<file path="config.mk">
export PLATFORM = sky130hd
export DESIGN_NAME = pbc_top
export DESIGN_NICKNAME = d
export VERILOG_FILES = /design/src/rtl/pbc_pkg.sv /design/src/rtl/pbc_top.sv
export VERILOG_INCLUDE_DIRS = /design/src /design/src/rtl
export SDC_FILE = /design/constraint.sdc
export NUM_CORES = 1
export LEC_CHECK = 0
export BUFFER_PORTS_ARGS = -buffer_cell sky130_fd_sc_hd__buf_2
export CORE_MARGIN = 3
export CORE_UTILIZATION = 36
export DETAILED_ROUTE_END_ITERATION = 7
export PLACE_DENSITY = 0.66
export REMOVE_ABC_BUFFERS = 1
export SLEW_MARGIN = 10
export SYNTH_ARGS = -nofsm -noshare
export SYNTH_HDL_FRONTEND = slang
export SYNTH_SLANG_ARGS = --single-unit
export TNS_END_PERCENT = 1
</file>
<file path="constraint.sdc">
create_clock -name aclk -period 2.1 [get_ports aclk]
set_input_delay 0.315 -clock aclk [delete_from_list [all_inputs] [get_ports aclk]]
set_output_delay 0.315 -clock aclk [all_outputs]
set_load 0.05 [all_outputs]
</file>
<file path="src/rtl/pbc_cfg.svh">
// Purpose: Offsets, field positions, reset values for the pin-change block
// Assumes: Byte addresses on a 32-bit AXI4-Lite bus
// Notes: Definitions only
`ifndef PBC_CFG_SVH
`define PBC_CFG_SVH

`define PBC_OFF_FLAGS 8'h00
`define PBC_OFF_RISE 8'h04
`define PBC_OFF_FALL 8'h08
`define PBC_OFF_ICTL 8'h0c
`define PBC_OFF_STAT 8'h10
`define PBC_OFF_MASK 8'h14

`define PBC_PIN_LSB 4
`define PBC_PIN_MSB 7
`define PBC_ICTL_FLAG_BIT 0
`define PBC_ICTL_IE_BIT 3

`define PBC_RST_PINS 4'h0
`define PBC_RST_BIT 1'b0
`define PBC_RST_WARM 2'h0

`define PBC_RESP_OKAY 2'h0
`define PBC_RESP_SLVERR 2'h2

`define PBC_SYNC_STAGES 2

`endif

</file>
<file path="src/rtl/pbc_pkg.sv">
// Purpose: Types shared by the pin-change block
// Assumes: Four port pins, bits 7 to 4 of each pin register; the interrupt control register uses bits 3 and 0
// Notes: Constants live in pbc_cfg.svh
package pbc_pkg;

    typedef enum logic [2:0]
    {
        PBC_SEL_NONE,
        PBC_SEL_FLAGS,
        PBC_SEL_RISE,
        PBC_SEL_FALL,
        PBC_SEL_ICTL,
        PBC_SEL_STAT,
        PBC_SEL_MASK
    } pbc_sel_type;

    typedef struct packed
    {
        logic [3:0] flags;
        logic [3:0] rise_en;
        logic [3:0] fall_en;
        logic irq_en;
        logic [3:0] status;
        logic [3:0] mask;
    } pbc_regs_type;

    typedef struct packed
    {
        logic [3:0] stage1;
        logic [3:0] stage2;
        logic [3:0] prev;
        logic [1:0] warm;
        logic primed;
    } pbc_sync_type;

    typedef struct packed
    {
        logic aw_got;
        logic w_got;
        logic [7:0] addr;
        logic [7:0] data;
        logic strb0;
        logic bvalid;
        logic [1:0] bresp;
    } pbc_wr_type;

    typedef struct packed
    {
        logic rvalid;
        logic [7:0] data;
        logic [1:0] rresp;
    } pbc_rd_type;

endpackage : pbc_pkg

</file>
<file path="src/rtl/pbc_top.sv">
// Purpose: Port B pin-change edge detect, sticky flags and interrupt
// Assumes: Pins are asynchronous; one clock aclk; AXI4-Lite register access
// Notes: Only pins 7 to 4 exist; lower bits of the pin registers read as zero
// Operation
// - Rising edge on pin 7..4 with its rise enable set sets its change flag.
// - Falling edge on a pin with its fall enable set sets its change flag.
// - A change flag stays set until software writes zero to it.
// - Bits 3 to 0 of the change-flag register always read zero.
// - Rise enable one arms rising detection; zero disables it for that pin.
// - Fall enable one arms falling detection; zero disables it for that pin.
//
// The implementer's own choices: the AXI4-Lite slave port and the register offsets.
`timescale 1ns/1ps
`include "pbc_cfg.svh"

module pbc_top
(
    // Clock, reset, enable
    input wire logic aclk,
    input wire logic aresetn,
    input wire logic ce,
    // Port B pins 7..4
    input wire logic [3:0] portb_pin_x,
    // AXI4-Lite write address
    input wire logic [7:0] s_axi_awaddr,
    input wire logic s_axi_awvalid,
    output logic s_axi_awready,
    // AXI4-Lite write data
    input wire logic [31:0] s_axi_wdata,
    input wire logic [3:0] s_axi_wstrb,
    input wire logic s_axi_wvalid,
    output logic s_axi_wready,
    // AXI4-Lite write response
    output logic [1:0] s_axi_bresp,
    output logic s_axi_bvalid,
    input wire logic s_axi_bready,
    // AXI4-Lite read address
    input wire logic [7:0] s_axi_araddr,
    input wire logic s_axi_arvalid,
    output logic s_axi_arready,
    // AXI4-Lite read data
    output logic [31:0] s_axi_rdata,
    output logic [1:0] s_axi_rresp,
    output logic s_axi_rvalid,
    input wire logic s_axi_rready,
    // Interrupt
    output logic global_change_flag,
    output logic irq
);
    import pbc_pkg::*;

    function automatic pbc_sel_type pbc_decode(input logic [7:0] addr);
        pbc_sel_type sel;
        sel = PBC_SEL_NONE;
        unique case (addr)
            `PBC_OFF_FLAGS: sel = PBC_SEL_FLAGS;
            `PBC_OFF_RISE: sel = PBC_SEL_RISE;
            `PBC_OFF_FALL: sel = PBC_SEL_FALL;
            `PBC_OFF_ICTL: sel = PBC_SEL_ICTL;
            `PBC_OFF_STAT: sel = PBC_SEL_STAT;
            `PBC_OFF_MASK: sel = PBC_SEL_MASK;
            default: sel = PBC_SEL_NONE;
        endcase
        return sel;
    endfunction : pbc_decode

    pbc_sync_type sync_reg;
    pbc_sync_type sync_next;
    pbc_regs_type regs_reg;
    pbc_regs_type regs_next;
    pbc_wr_type wr_reg;
    pbc_wr_type wr_next;
    pbc_rd_type rd_reg;
    pbc_rd_type rd_next;

    logic [3:0] rise_hit;
    logic [3:0] fall_hit;
    logic [3:0] edge_set;
    logic do_write;
    pbc_sel_type wr_sel;
    pbc_sel_type rd_sel;
    logic ar_take;
    logic aw_take;
    logic w_take;
    logic [7:0] rd_value;
    logic irq_from_flags;
    logic irq_from_status;

    // Pin synchroniser and edge history
    always_comb
    begin
        sync_next = sync_reg;
        sync_next.stage1 = portb_pin_x;
        sync_next.stage2 = sync_reg.stage1;
        sync_next.prev = sync_reg.stage2;
        // History is valid three edges after reset, once stage2 and prev hold pin levels
        sync_next.warm = {sync_reg.warm[0], 1'b1};
        // Avoid a false edge from the reset value of the history
        sync_next.primed = sync_reg.warm[1];
    end

    always_ff @(posedge aclk)
    begin
        if (!aresetn)
        begin
            sync_reg.stage1 <= `PBC_RST_PINS;
            sync_reg.stage2 <= `PBC_RST_PINS;
            sync_reg.prev <= `PBC_RST_PINS;
            sync_reg.warm <= `PBC_RST_WARM;
            sync_reg.primed <= `PBC_RST_BIT;
        end
        else if (ce)
        begin
            sync_reg <= sync_next;
        end
    end

    // Qualified edges, one per pin
    genvar gi;
    generate
        for (gi = 0; gi < 4; gi++)
        begin : g_edge
            assign rise_hit[gi] = sync_reg.primed && regs_reg.rise_en[gi]
                && sync_reg.stage2[gi] && !sync_reg.prev[gi];
            assign fall_hit[gi] = sync_reg.primed && regs_reg.fall_en[gi]
                && !sync_reg.stage2[gi] && sync_reg.prev[gi];
        end
    endgenerate

    assign edge_set = rise_hit | fall_hit;

    // Write channel handshakes
    // Address and data may arrive in either order
    assign s_axi_awready = ce && !wr_reg.aw_got && !wr_reg.bvalid;
    assign s_axi_wready = ce && !wr_reg.w_got && !wr_reg.bvalid;
    assign aw_take = s_axi_awvalid && s_axi_awready;
    assign w_take = s_axi_wvalid && s_axi_wready;
    assign do_write = wr_reg.aw_got && wr_reg.w_got;
    assign wr_sel = pbc_decode(wr_reg.addr);

    always_comb
    begin
        wr_next = wr_reg;
        if (aw_take)
        begin
            wr_next.aw_got = 1'b1;
            wr_next.addr = s_axi_awaddr;
        end
        if (w_take)
        begin
            wr_next.w_got = 1'b1;
            wr_next.data = s_axi_wdata[7:0];
            wr_next.strb0 = s_axi_wstrb[0];
        end
        // Write lands one edge after the later of address and data
        if (do_write)
        begin
            wr_next.aw_got = 1'b0;
            wr_next.w_got = 1'b0;
            wr_next.bvalid = 1'b1;
            wr_next.bresp = (wr_sel == PBC_SEL_NONE) ? `PBC_RESP_SLVERR : `PBC_RESP_OKAY;
        end
        else if (wr_reg.bvalid && s_axi_bready)
        begin
            wr_next.bvalid = 1'b0;
        end
    end

    always_ff @(posedge aclk)
    begin
        if (!aresetn)
        begin
            wr_reg.aw_got <= `PBC_RST_BIT;
            wr_reg.w_got <= `PBC_RST_BIT;
            wr_reg.addr <= 8'h00;
            wr_reg.data <= 8'h00;
            wr_reg.strb0 <= `PBC_RST_BIT;
            wr_reg.bvalid <= `PBC_RST_BIT;
            wr_reg.bresp <= `PBC_RESP_OKAY;
        end
        else if (ce)
        begin
            wr_reg <= wr_next;
        end
    end

    assign s_axi_bvalid = wr_reg.bvalid;
    assign s_axi_bresp = wr_reg.bresp;

    // Read channel
    // Read data is captured at the edge that takes the address
    assign s_axi_arready = ce && !rd_reg.rvalid;
    assign ar_take = s_axi_arvalid && s_axi_arready;
    assign rd_sel = pbc_decode(s_axi_araddr);

    always_comb
    begin
        rd_value = 8'h00;
        unique case (rd_sel)
            // Low nibble is unimplemented and reads zero
            PBC_SEL_FLAGS: rd_value = {regs_reg.flags, 4'h0};
            PBC_SEL_RISE: rd_value = {regs_reg.rise_en, 4'h0};
            PBC_SEL_FALL: rd_value = {regs_reg.fall_en, 4'h0};
            PBC_SEL_ICTL:
            begin
                // Only the enable and the global flag exist here
                rd_value[`PBC_ICTL_IE_BIT] = regs_reg.irq_en;
                rd_value[`PBC_ICTL_FLAG_BIT] = global_change_flag;
            end
            PBC_SEL_STAT: rd_value = {regs_reg.status, 4'h0};
            PBC_SEL_MASK: rd_value = {regs_reg.mask, 4'h0};
            PBC_SEL_NONE: rd_value = 8'h00;
        endcase
    end

    always_comb
    begin
        rd_next = rd_reg;
        if (ar_take)
        begin
            rd_next.rvalid = 1'b1;
            rd_next.data = rd_value;
            rd_next.rresp = (rd_sel == PBC_SEL_NONE) ? `PBC_RESP_SLVERR : `PBC_RESP_OKAY;
        end
        else if (rd_reg.rvalid && s_axi_rready)
        begin
            rd_next.rvalid = 1'b0;
        end
    end

    always_ff @(posedge aclk)
    begin
        if (!aresetn)
        begin
            rd_reg.rvalid <= `PBC_RST_BIT;
            rd_reg.data <= 8'h00;
            rd_reg.rresp <= `PBC_RESP_OKAY;
        end
        else if (ce)
        begin
            rd_reg <= rd_next;
        end
    end

    assign s_axi_rvalid = rd_reg.rvalid;
    assign s_axi_rresp = rd_reg.rresp;
    assign s_axi_rdata = {24'h000000, rd_reg.data};

    // Register file; hardware sets win over software clears
    always_comb
    begin
        regs_next = regs_reg;
        if (do_write && wr_reg.strb0)
        begin
            unique case (wr_sel)
                PBC_SEL_FLAGS:
                begin
                    // Writing zero clears; writing one leaves the flag alone
                    regs_next.flags = regs_reg.flags
                        & wr_reg.data[`PBC_PIN_MSB:`PBC_PIN_LSB];
                end
                PBC_SEL_RISE: regs_next.rise_en = wr_reg.data[`PBC_PIN_MSB:`PBC_PIN_LSB];
                PBC_SEL_FALL: regs_next.fall_en = wr_reg.data[`PBC_PIN_MSB:`PBC_PIN_LSB];
                PBC_SEL_ICTL: regs_next.irq_en = wr_reg.data[`PBC_ICTL_IE_BIT];
                PBC_SEL_MASK: regs_next.mask = wr_reg.data[`PBC_PIN_MSB:`PBC_PIN_LSB];
                PBC_SEL_STAT: regs_next.status = regs_reg.status;
                PBC_SEL_NONE: regs_next.status = regs_reg.status;
            endcase
        end
        // Status clears when read
        if (ar_take && rd_sel == PBC_SEL_STAT)
        begin
            regs_next.status = 4'h0;
        end
        // Hardware sets go last so an edge beats a clear in the same cycle
        regs_next.flags = regs_next.flags | edge_set;
        regs_next.status = regs_next.status | edge_set;
    end

    always_ff @(posedge aclk)
    begin
        if (!aresetn)
        begin
            regs_reg.flags <= `PBC_RST_PINS;
            regs_reg.rise_en <= `PBC_RST_PINS;
            regs_reg.fall_en <= `PBC_RST_PINS;
            regs_reg.irq_en <= `PBC_RST_BIT;
            regs_reg.status <= `PBC_RST_PINS;
            regs_reg.mask <= `PBC_RST_PINS;
        end
        else if (ce)
        begin
            regs_reg <= regs_next;
        end
    end

    // Global flag and interrupt request
    assign global_change_flag = |regs_reg.flags;
    // Two sources: the enabled global flag, or any unmasked status bit
    assign irq_from_flags = global_change_flag && regs_reg.irq_en;
    assign irq_from_status = |(regs_reg.status & regs_reg.mask);
    assign irq = irq_from_flags || irq_from_status;

endmodule : pbc_top

</file>
# Word level (Yosys, flattened, before mapping)

Cells that the tools add are included.

Memory bits (read-only): 0
Register bits after elaboration: 67
Bits in latches: 0
Input port bits: 64
RAM bits: 0
Output and inout bits: 43
Memories kept: 0
Logic and storage cells: 142

Divide/modulo/power cells: 0
Reduce and logical (&&, ||, !) cells: 74
$lt $le $gt $ge: 0
Shift operators: 0
$mul: 0
Eq/ne operators: 21
Add/subtract/negate cells: 0
Multiplexer cells: 21
Bitwise operators: 5

Operators by type and width:

| kind                                                            | number |
|---|---|
| 1-bit logical AND                                               | 38 |
| 3-bit one-hot mux with 6 select lines                           | 2 |
| 8-bit by 4-bit == test with 1-bit output, second input constant | 4 |
| 8-bit by 5-bit == test with 1-bit output, second input constant | 4 |
| 21-bit 2-to-1 mux                                               | 1 |
| 4-bit 2-to-1 mux                                                | 5 |
| 4-bit one-hot mux with 5 select lines                           | 1 |
| 8-bit by 3-bit == test with 1-bit output, second input constant | 2 |
| 8-bit zero test                                                 | 2 |
| 2-bit AND reduction                                             | 8 |
| 3-bit == test, second input constant                            | 5 |
| 3-bit by 2-bit == test with 1-bit output, second input constant | 4 |
| 1-bit zero test                                                 | 12 |
| 4-bit OR                                                        | 3 |
| 3-bit AND reduction                                             | 4 |
| 4-bit bitwise AND                                               | 2 |
| 2-bit nonzero test                                              | 4 |
| 4-bit OR reduction                                              | 2 |
| 1-bit 2-to-1 mux                                                | 7 |
| 3-bit by 1-bit == test with 1-bit output, second input constant | 2 |
| 3-bit zero test                                                 | 2 |
| 2-bit 2-to-1 mux                                                | 3 |
| 6-bit OR reduction                                              | 1 |
| 1-bit one-hot mux with 2 select lines                           | 2 |
| 1-bit logical OR                                                | 1 |

# Longest topological paths before layout

Gate-level depths: netlist of run 1.

Word-level depth: 7
Gate-level depth with buffers: 5
Mapped depth without buffers: 4

# Worst setup path before layout of run 1

Ideal clock, no wire load.

Kind: flip-flop to flip-flop
From: register wr_reg (netlist bit s_axi_bvalid)
To: register wr_reg[3] in the netlist's numbering
Setup slack: -600 ps
Arrival: 2572 ps
Library setup time: 128 ps
Path buffers: 1
Stages on the path, launching flop included: 6
Cell sequence: dfxtp_1 -> nor3b_1 -> and2_1 -> clkbuf_1 -> mux2i_1 -> nor2_1

Cells in the longest elaborated chain, start to end: 4

RTL lines:

| what                          | line           | source |
|---|---|---|
| from (decl)                   | pbc_top.sv:71  | `pbc_wr_type wr_reg;` |
| from (signal assigned)        | pbc_top.sv:183 | `wr_reg <= wr_next;` |
| 1-bit zero test               | pbc_top.sv:135 | `assign s_axi_wready = ce && !wr_reg.w_got && !wr_reg.bvalid;` |
| 1-bit logical AND             | pbc_top.sv:135 |  |
| net s_axi_wready              | pbc_top.sv:32  | `output logic s_axi_wready,` |
| 1-bit logical AND             | pbc_top.sv:137 | `assign w_take = s_axi_wvalid && s_axi_wready;` |
| 2-bit AND reduction (no line) | -              |  |

The timed path passes the listed nets, and every way through them passes these cells.
A chain may end at the register's enable or synchronous reset.

# Worst setup path after layout of run 1

From: register regs_reg[20] in the netlist's numbering
To: output irq

Cells in the longest elaborated chain, start to end: 3

RTL lines:

| what                   | line           | source |
|---|---|---|
| from (decl)            | pbc_top.sv:69  | `pbc_regs_type regs_reg;` |
| from (signal assigned) | pbc_top.sv:293 | `regs_reg <= regs_next;` |
| 4-bit OR reduction     | pbc_top.sv:298 | `assign global_change_flag = \|regs_reg.flags;` |
| 1-bit logical AND      | pbc_top.sv:300 | `assign irq_from_flags = global_change_flag && regs_reg.irq_en;` |
| 1-bit logical OR       | pbc_top.sv:302 | `assign irq = irq_from_flags \|\| irq_from_status;` |
| to (decl)              | pbc_top.sv:48  | `output logic irq` |

Every way passes these cells.

==> results of run 1 <==
-- worst register-to-register path: stages, from the launching register on --
cell     delay [ns]
dfxtp_1        0.32
or4_4          0.62
nor4_4         0.51
mux2i_1        0.25
nor2_1         0.05
-- final cells by class --
cell class	count	share of cell area (%)
multi-input cells	224	43.0
well taps	99	3.77
inverters	3	0.342
clock inverters	5	1.79
clock buffers	11	4.30
flip-flops and latches	62	37.7
repair buffers	54	9.06
-- synthesized netlist by cell type, drive strengths merged, types with 4 or more instances --
master  count
dfxtp      62
nand2b      5
nor4        4
o21ai       5
a31o        4
clkbuf      9
nand2      32
a21oi      20
or4         4
buf        33
o211ai      4
nand3       6
o32ai       4
mux2i      41
nor2       40
nand3b      9
-- layer usage --
layer / up-vias / track usage [%] / wire length (um)
met4: 0 / 7.57 / 116
li1: 1104 / - / -
met2: 60 / 21.0 / 2630
met3: 9 / 3.03 / 327
met1: 1038 / 16.9 / 2740
met5: - / 0 / 0
-- cell families after synthesis --
kind of cell,after synthesis,share of synthesized area [%]
buffers and inverters,45,10.1
other,1,0.132
AND/OR/NAND/NOR,113,21.6
flip-flops,62,43.7
multiplexers,41,14.4
AO/OA/AOI/OAI,42,10.0
-- worst paths after layout --
path	startpoint	endpoint	slack [ns]	cells past startpoint
setup / recovery	regs_reg[20]	irq	0.09	4
hold / removal	s_axi_wdata[5]	wr_reg[9]	0.21	3
setup reg to reg	wr_reg[19]	regs_reg[14]	0.24	4
hold reg to reg	s_axi_rdata[0]	s_axi_rdata[0]	0.43	2
-- through the flow --
step / total power [mW] / std cells / setup TNS, ns
final: 2.59 / 458 / 0
after CTS: 2.62 / 458 / 0
after floorplan: 1.48 / 289 / -7.40
after detailed placement: 1.58 / 442 / 0
after global routing: 2.69 / 458 / 0
after global placement: 1.58 / 442 / 0
-- power groups by stage --
stage          clock [mW]  sequential [mW]  combinational (mW)
2_1_floorplan           0             1.27               0.220
3_3_place_gp            0             1.26               0.315
3_5_place_dp            0             1.26               0.318
4_1_cts              1.06             1.24               0.318
5_1_grt              1.11             1.24               0.342
6_report             1.04             1.24               0.317
==> impl_metrics.py, run 1 <==
metrics = {
    "synthesis": {
        "synth.avg_cell_area_um2": 9.34,
        "synth_edf_count": 0,
        "yosysSeqAreaShare_pct": 43.7,
        "ys_top_cells_by_area": "dfxtp_1 44%, mux2i_1 14%, buf_4 7.7%",
        "ys_warn_count": 0,
        "ys_async_sr_fraction_pct": 0,
        "yosysTopAreaCellShare_pct": 43.7,
        "synth.cell_area_um2": 2840,
        "synth_top_flop_cell": "dfxtp_1",
        "synth_seq_cells": 62,
        "synthCells": 304,
        "yosysUniqueCellTypes": 35,
        "yosysTopAreaCell": "dfxtp_1",
    },
    "die": {
        "io_pins": 107,
        "core-area_um2": 7450,
        "start_util_pct": 38.1,
        "die_w_um": 94.8,
        "rows": 31,
        "die-area_um2": 8990,
        "die_y_um": 94.8,
    },
    "layout": {
        "largest_reg_flops": 21,
        "fillers": 755,
        "nNetsFinal": 418,
        "regArea_um2": 1240,
        "layout-drive-gt1-share_pct": 23.1,
        "multi_input_area_um2": 1410,
        "final_area_um2": 3290,
        "final_cell_mix": "62 x dfxtp_1, 48 x buf_2, 41 x mux2i_1",
        "antenna-diode-count": 0,
        "post-route-util_pct": 44.2,
        "area_delta_synth_final_pct": 15.8,
        "final_common_cell": "dfxtp_1",
    },
    "clock_tree": {
        "htreeDepth": 3,
        "cts_buffers": 9,
        "post_cts_buffers": 0,
        "clk_path_buf_depth": 2,
        "root_buffer": "clkbuf_8",
        "cts_tree": "done",
        "postCtsHoldBufs": 0,
        "cts.sinks": 62,
        "cts_resized": 0,
        "clkLatencyLatePin_ns": 0.33,
        "clk_pin_slew_ns": 0.07,
    },
    "route": {
        "vias": 2211,
        "drt_iter0_markers": 91,
        "ant_nets": 0,
        "drc": 0,
        "drt-pass1-iter-count": 4,
        "routedWlPerCell_um": 12.7,
        "vias_per_cell": 4.83,
        "wirelength_um": 5820,
    },
    "power_and_ir_drop": {
        "power.leakage_nw": 1.34,
        "p_sw_mw": 0.720,
        "powerDensity_nw_per_um2": 787,
        "vdd_ir_drop_max_mv": 0.270,
        "seqPwrFrac_pct": 47.7,
        "cell_internal_pwr_mw": 1.87,
        "combPwrFrac_pct": 12.2,
        "swShare_pct": 27.8,
        "power.share.clock_pct": 40.1,
    },
    "critical_path": {
        "critPathMaxFanout": 3,
        "cp_top_family": "simple AND/OR/NAND/NOR gates",
        "slowest_delay_ns": 0.61,
        "cp.required_ns": 1.78,
        "crit_chain": "or4_1 -> nand2_1 -> nand3_1 -> buf_2",
        "critPathLaunchType": "flip-flop",
        "worst-setup-path-type": "reg -> out",
        "end_kind": "output port",
        "worst_path_max_delay_cell": "or4_1",
        "cp_num_buf_inv": 1,
        "crit_arrival_ns": 1.69,
    },
    "sta": {
        "clock_skew_ns": 0.0102,
        "finalCritPeriodShare_pct": 95.7,
        "setup_ws_ns": 0.0912,
        "drv_slew": 0,
        "rsz0062_at_grt": "false",
        "hold_viol": 0,
        "fmax_ghz": 0.498,
        "min_period_ns": 2.01,
        "timing.hold.ws_ns": 0.213,
        "finalSetupViolCount": 0,
    },
    "placed_design": {
        "place_congestion": 0.789,
        "hpwl_um": 4300,
        "portBuffers": 48,
        "pre_cts_slack_ns": 0.257,
        "place_area_um2": 3090,
    },
    "grt": {
        "grt_max_degree": 47,
        "antenna_found_initial": 0,
        "gr-total-overflow": 0,
        "grtUsageTotal_pct": 13.4,
        "grt_pass1_vias": 1961,
        "grt_pass1_wl_um": 9180,
    },
    "min_path": {
        "hp-class": "in -> reg",
    },
    "run_status": {
        "status": "finished clean",
    },
    "job": {
        "maxCapViolCount": 0,
    },
}
No activity file was read; power rests on OpenSTA's default activity.
==> inputs of run 2 (changes only) <==
--- a/config.mk
+++ b/config.mk
@@ -11,6 +11,7 @@
 export CORE_UTILIZATION = 36
 export DETAILED_ROUTE_END_ITERATION = 7
 export PLACE_DENSITY = 0.66
+export RECOVER_POWER = 50
 export REMOVE_ABC_BUFFERS = 1
 export SLEW_MARGIN = 10
 export SYNTH_ARGS = -nofsm -noshare
==> impl_metrics.py, run 2 (synthesis gave the netlist of run 1 again) <==
metrics = {
    "run_status": {
        "status": "finished clean",
    },
    "clock_tree": {
        "clk_path_buf_depth": 2,
        "post_cts_buffers": 0,
        "clk_pin_slew_ns": 0.07,
        "postCtsHoldBufs": 0,
        "htreeDepth": 3,
        "cts_tree": "done",
        "cts_resized": 0,
        "clkLatencyLatePin_ns": 0.33,
        "cts_buffers": 9,
        "root_buffer": "clkbuf_8",
        "cts.sinks": 62,
    },
    "die": {
        "io_pins": 107,
        "die_w_um": 94.8,
        "rows": 31,
        "die-area_um2": 8990,
        "core-area_um2": 7450,
        "die_y_um": 94.8,
        "start_util_pct": 38.1,
    },
    "route": {
        "wirelength_um": 5850,
        "routedWlPerCell_um": 12.8,
        "drt_iter0_markers": 94,
        "vias": 2219,
        "vias_per_cell": 4.84,
        "drc": 0,
        "drt-pass1-iter-count": 4,
        "ant_nets": 0,
    },
    "sta": {
        "clock_skew_ns": 0.00969,
        "tns_ns": 0,
        "relSlewSlack_pct": 38.1,
        "fmax_ghz": 0.496,
        "rsz0062_at_grt": "false",
        "tightest_slew_ns": 0.928,
        "min_period_ns": 2.02,
        "finalCritPeriodShare_pct": 96.0,
        "setup_ws_ns": 0.0845,
        "hold_viol": 0,
        "finalSetupViolCount": 0,
        "drv_slew": 0,
    },
    "layout": {
        "final_cell_mix": "62 x dfxtp_1, 41 x mux2i_1, 40 x nor2_1",
        "final_area_um2": 3250,
        "area_delta_synth_final_pct": 14.6,
        "largest_reg_flops": 21,
        "final_common_cell": "dfxtp_1",
        "antenna-diode-count": 0,
        "nNetsFinal": 418,
        "layout-drive-gt1-share_pct": 19.5,
    },
    "power_and_ir_drop": {
        "vdd_ir_drop_max_mv": 0.265,
        "powerDensity_nw_per_um2": 794,
        "power.leakage_nw": 1.29,
    },
    "critical_path": {
        "worst_path_max_delay_cell": "or4_1",
        "cp_num_buf_inv": 1,
        "cp_top_family": "simple AND/OR/NAND/NOR gates",
        "worst-setup-path-type": "reg -> out",
        "crit_arrival_ns": 1.70,
        "crit_chain": "or4_1 -> nand2_1 -> nand3_1 -> buf_2",
        "cp.required_ns": 1.78,
        "r2r_cells": 4,
        "critPathLaunchType": "flip-flop",
        "slowest_delay_ns": 0.60,
        "end_kind": "output port",
        "critPathMaxFanout": 3,
        "cp.depth": 4,
        "regToRegSetupSlack_ns": 0.20,
    },
    "grt": {
        "grtUsageTotal_pct": 13.4,
        "grt_pass1_wl_um": 9180,
        "gr-total-overflow": 0,
        "antenna_found_initial": 0,
        "grt_max_degree": 47,
        "grt_pass1_vias": 1961,
    },
    "placed_design": {
        "place_congestion": 0.789,
        "portBuffers": 48,
        "place_area_um2": 3090,
        "pre_cts_slack_ns": 0.257,
        "hpwl_um": 4300,
    },
    "job": {
        "maxCapViolCount": 0,
    },
    "min_path": {
        "hold_depth": 3,
        "hp-class": "in -> reg",
    },
}
run 2: changes by cell type in the layout (fill, tap and decap cells not counted):
cell,change
clkbuf_1,+13
buf_2,-12
and2_0,+1
and2_1,-1
buf_12,-1
buf_4,-1
clkbuf_2,+1
run 2: path summary, 6_finish.rpt:
kind,start,endpoint
max,regs_reg[20],irq
min,s_axi_wdata[5],wr_reg[9]
max reg2reg,wr_reg[19],regs_reg[14]
min reg2reg,s_axi_rdata[0],s_axi_rdata[0]
run 2: cell type report:
type,count,area (um^2)
Timing Repair Buffer,54,264
Sequential cell,62,1240
Clock buffer,11,141
Inverter,3,11.3
Fill cell,763,4190
Clock inverter,5,58.8
Multi-Input combinational cell,224,1410
Tap cell,99,124
run 2: stage by stage:
step	std cells	util, %	hold slack, ns	power (mW)
after CTS	458	44.2	0.205	2.62
after global placement	442	41.5	0.421	1.58
after global routing	458	43.7	0.211	2.69
after floorplan	289	-	0.434	1.48
after detailed placement	442	41.5	0.428	1.58
final	458	43.7	0.212	2.59
run 2: power breakdown:
part           switching, mW  internal [mW]  leakage (nW)
Sequential            0.0288           1.21         0.503
Clock                  0.459          0.580        0.0955
Combinational          0.234         0.0765         0.687
run 2: worst min-delay path: cells and delay by family:
kind / cells / cell delay [ns]
muxes: 1 / 0.05
buffers and inverters: 1 / 0.07
and+or+nand+nor: 1 / 0.07
run 2: layer usage:
layer | GRT usage, % | vias to the layer above | wire, um
li1 | - | 1105 | -
met1 | 16.9 | 1041 | 2720
met2 | 21.0 | 63 | 2660
met3 | 3.03 | 10 | 349
met4 | 7.57 | 0 | 125
met5 | 0 | - | 0
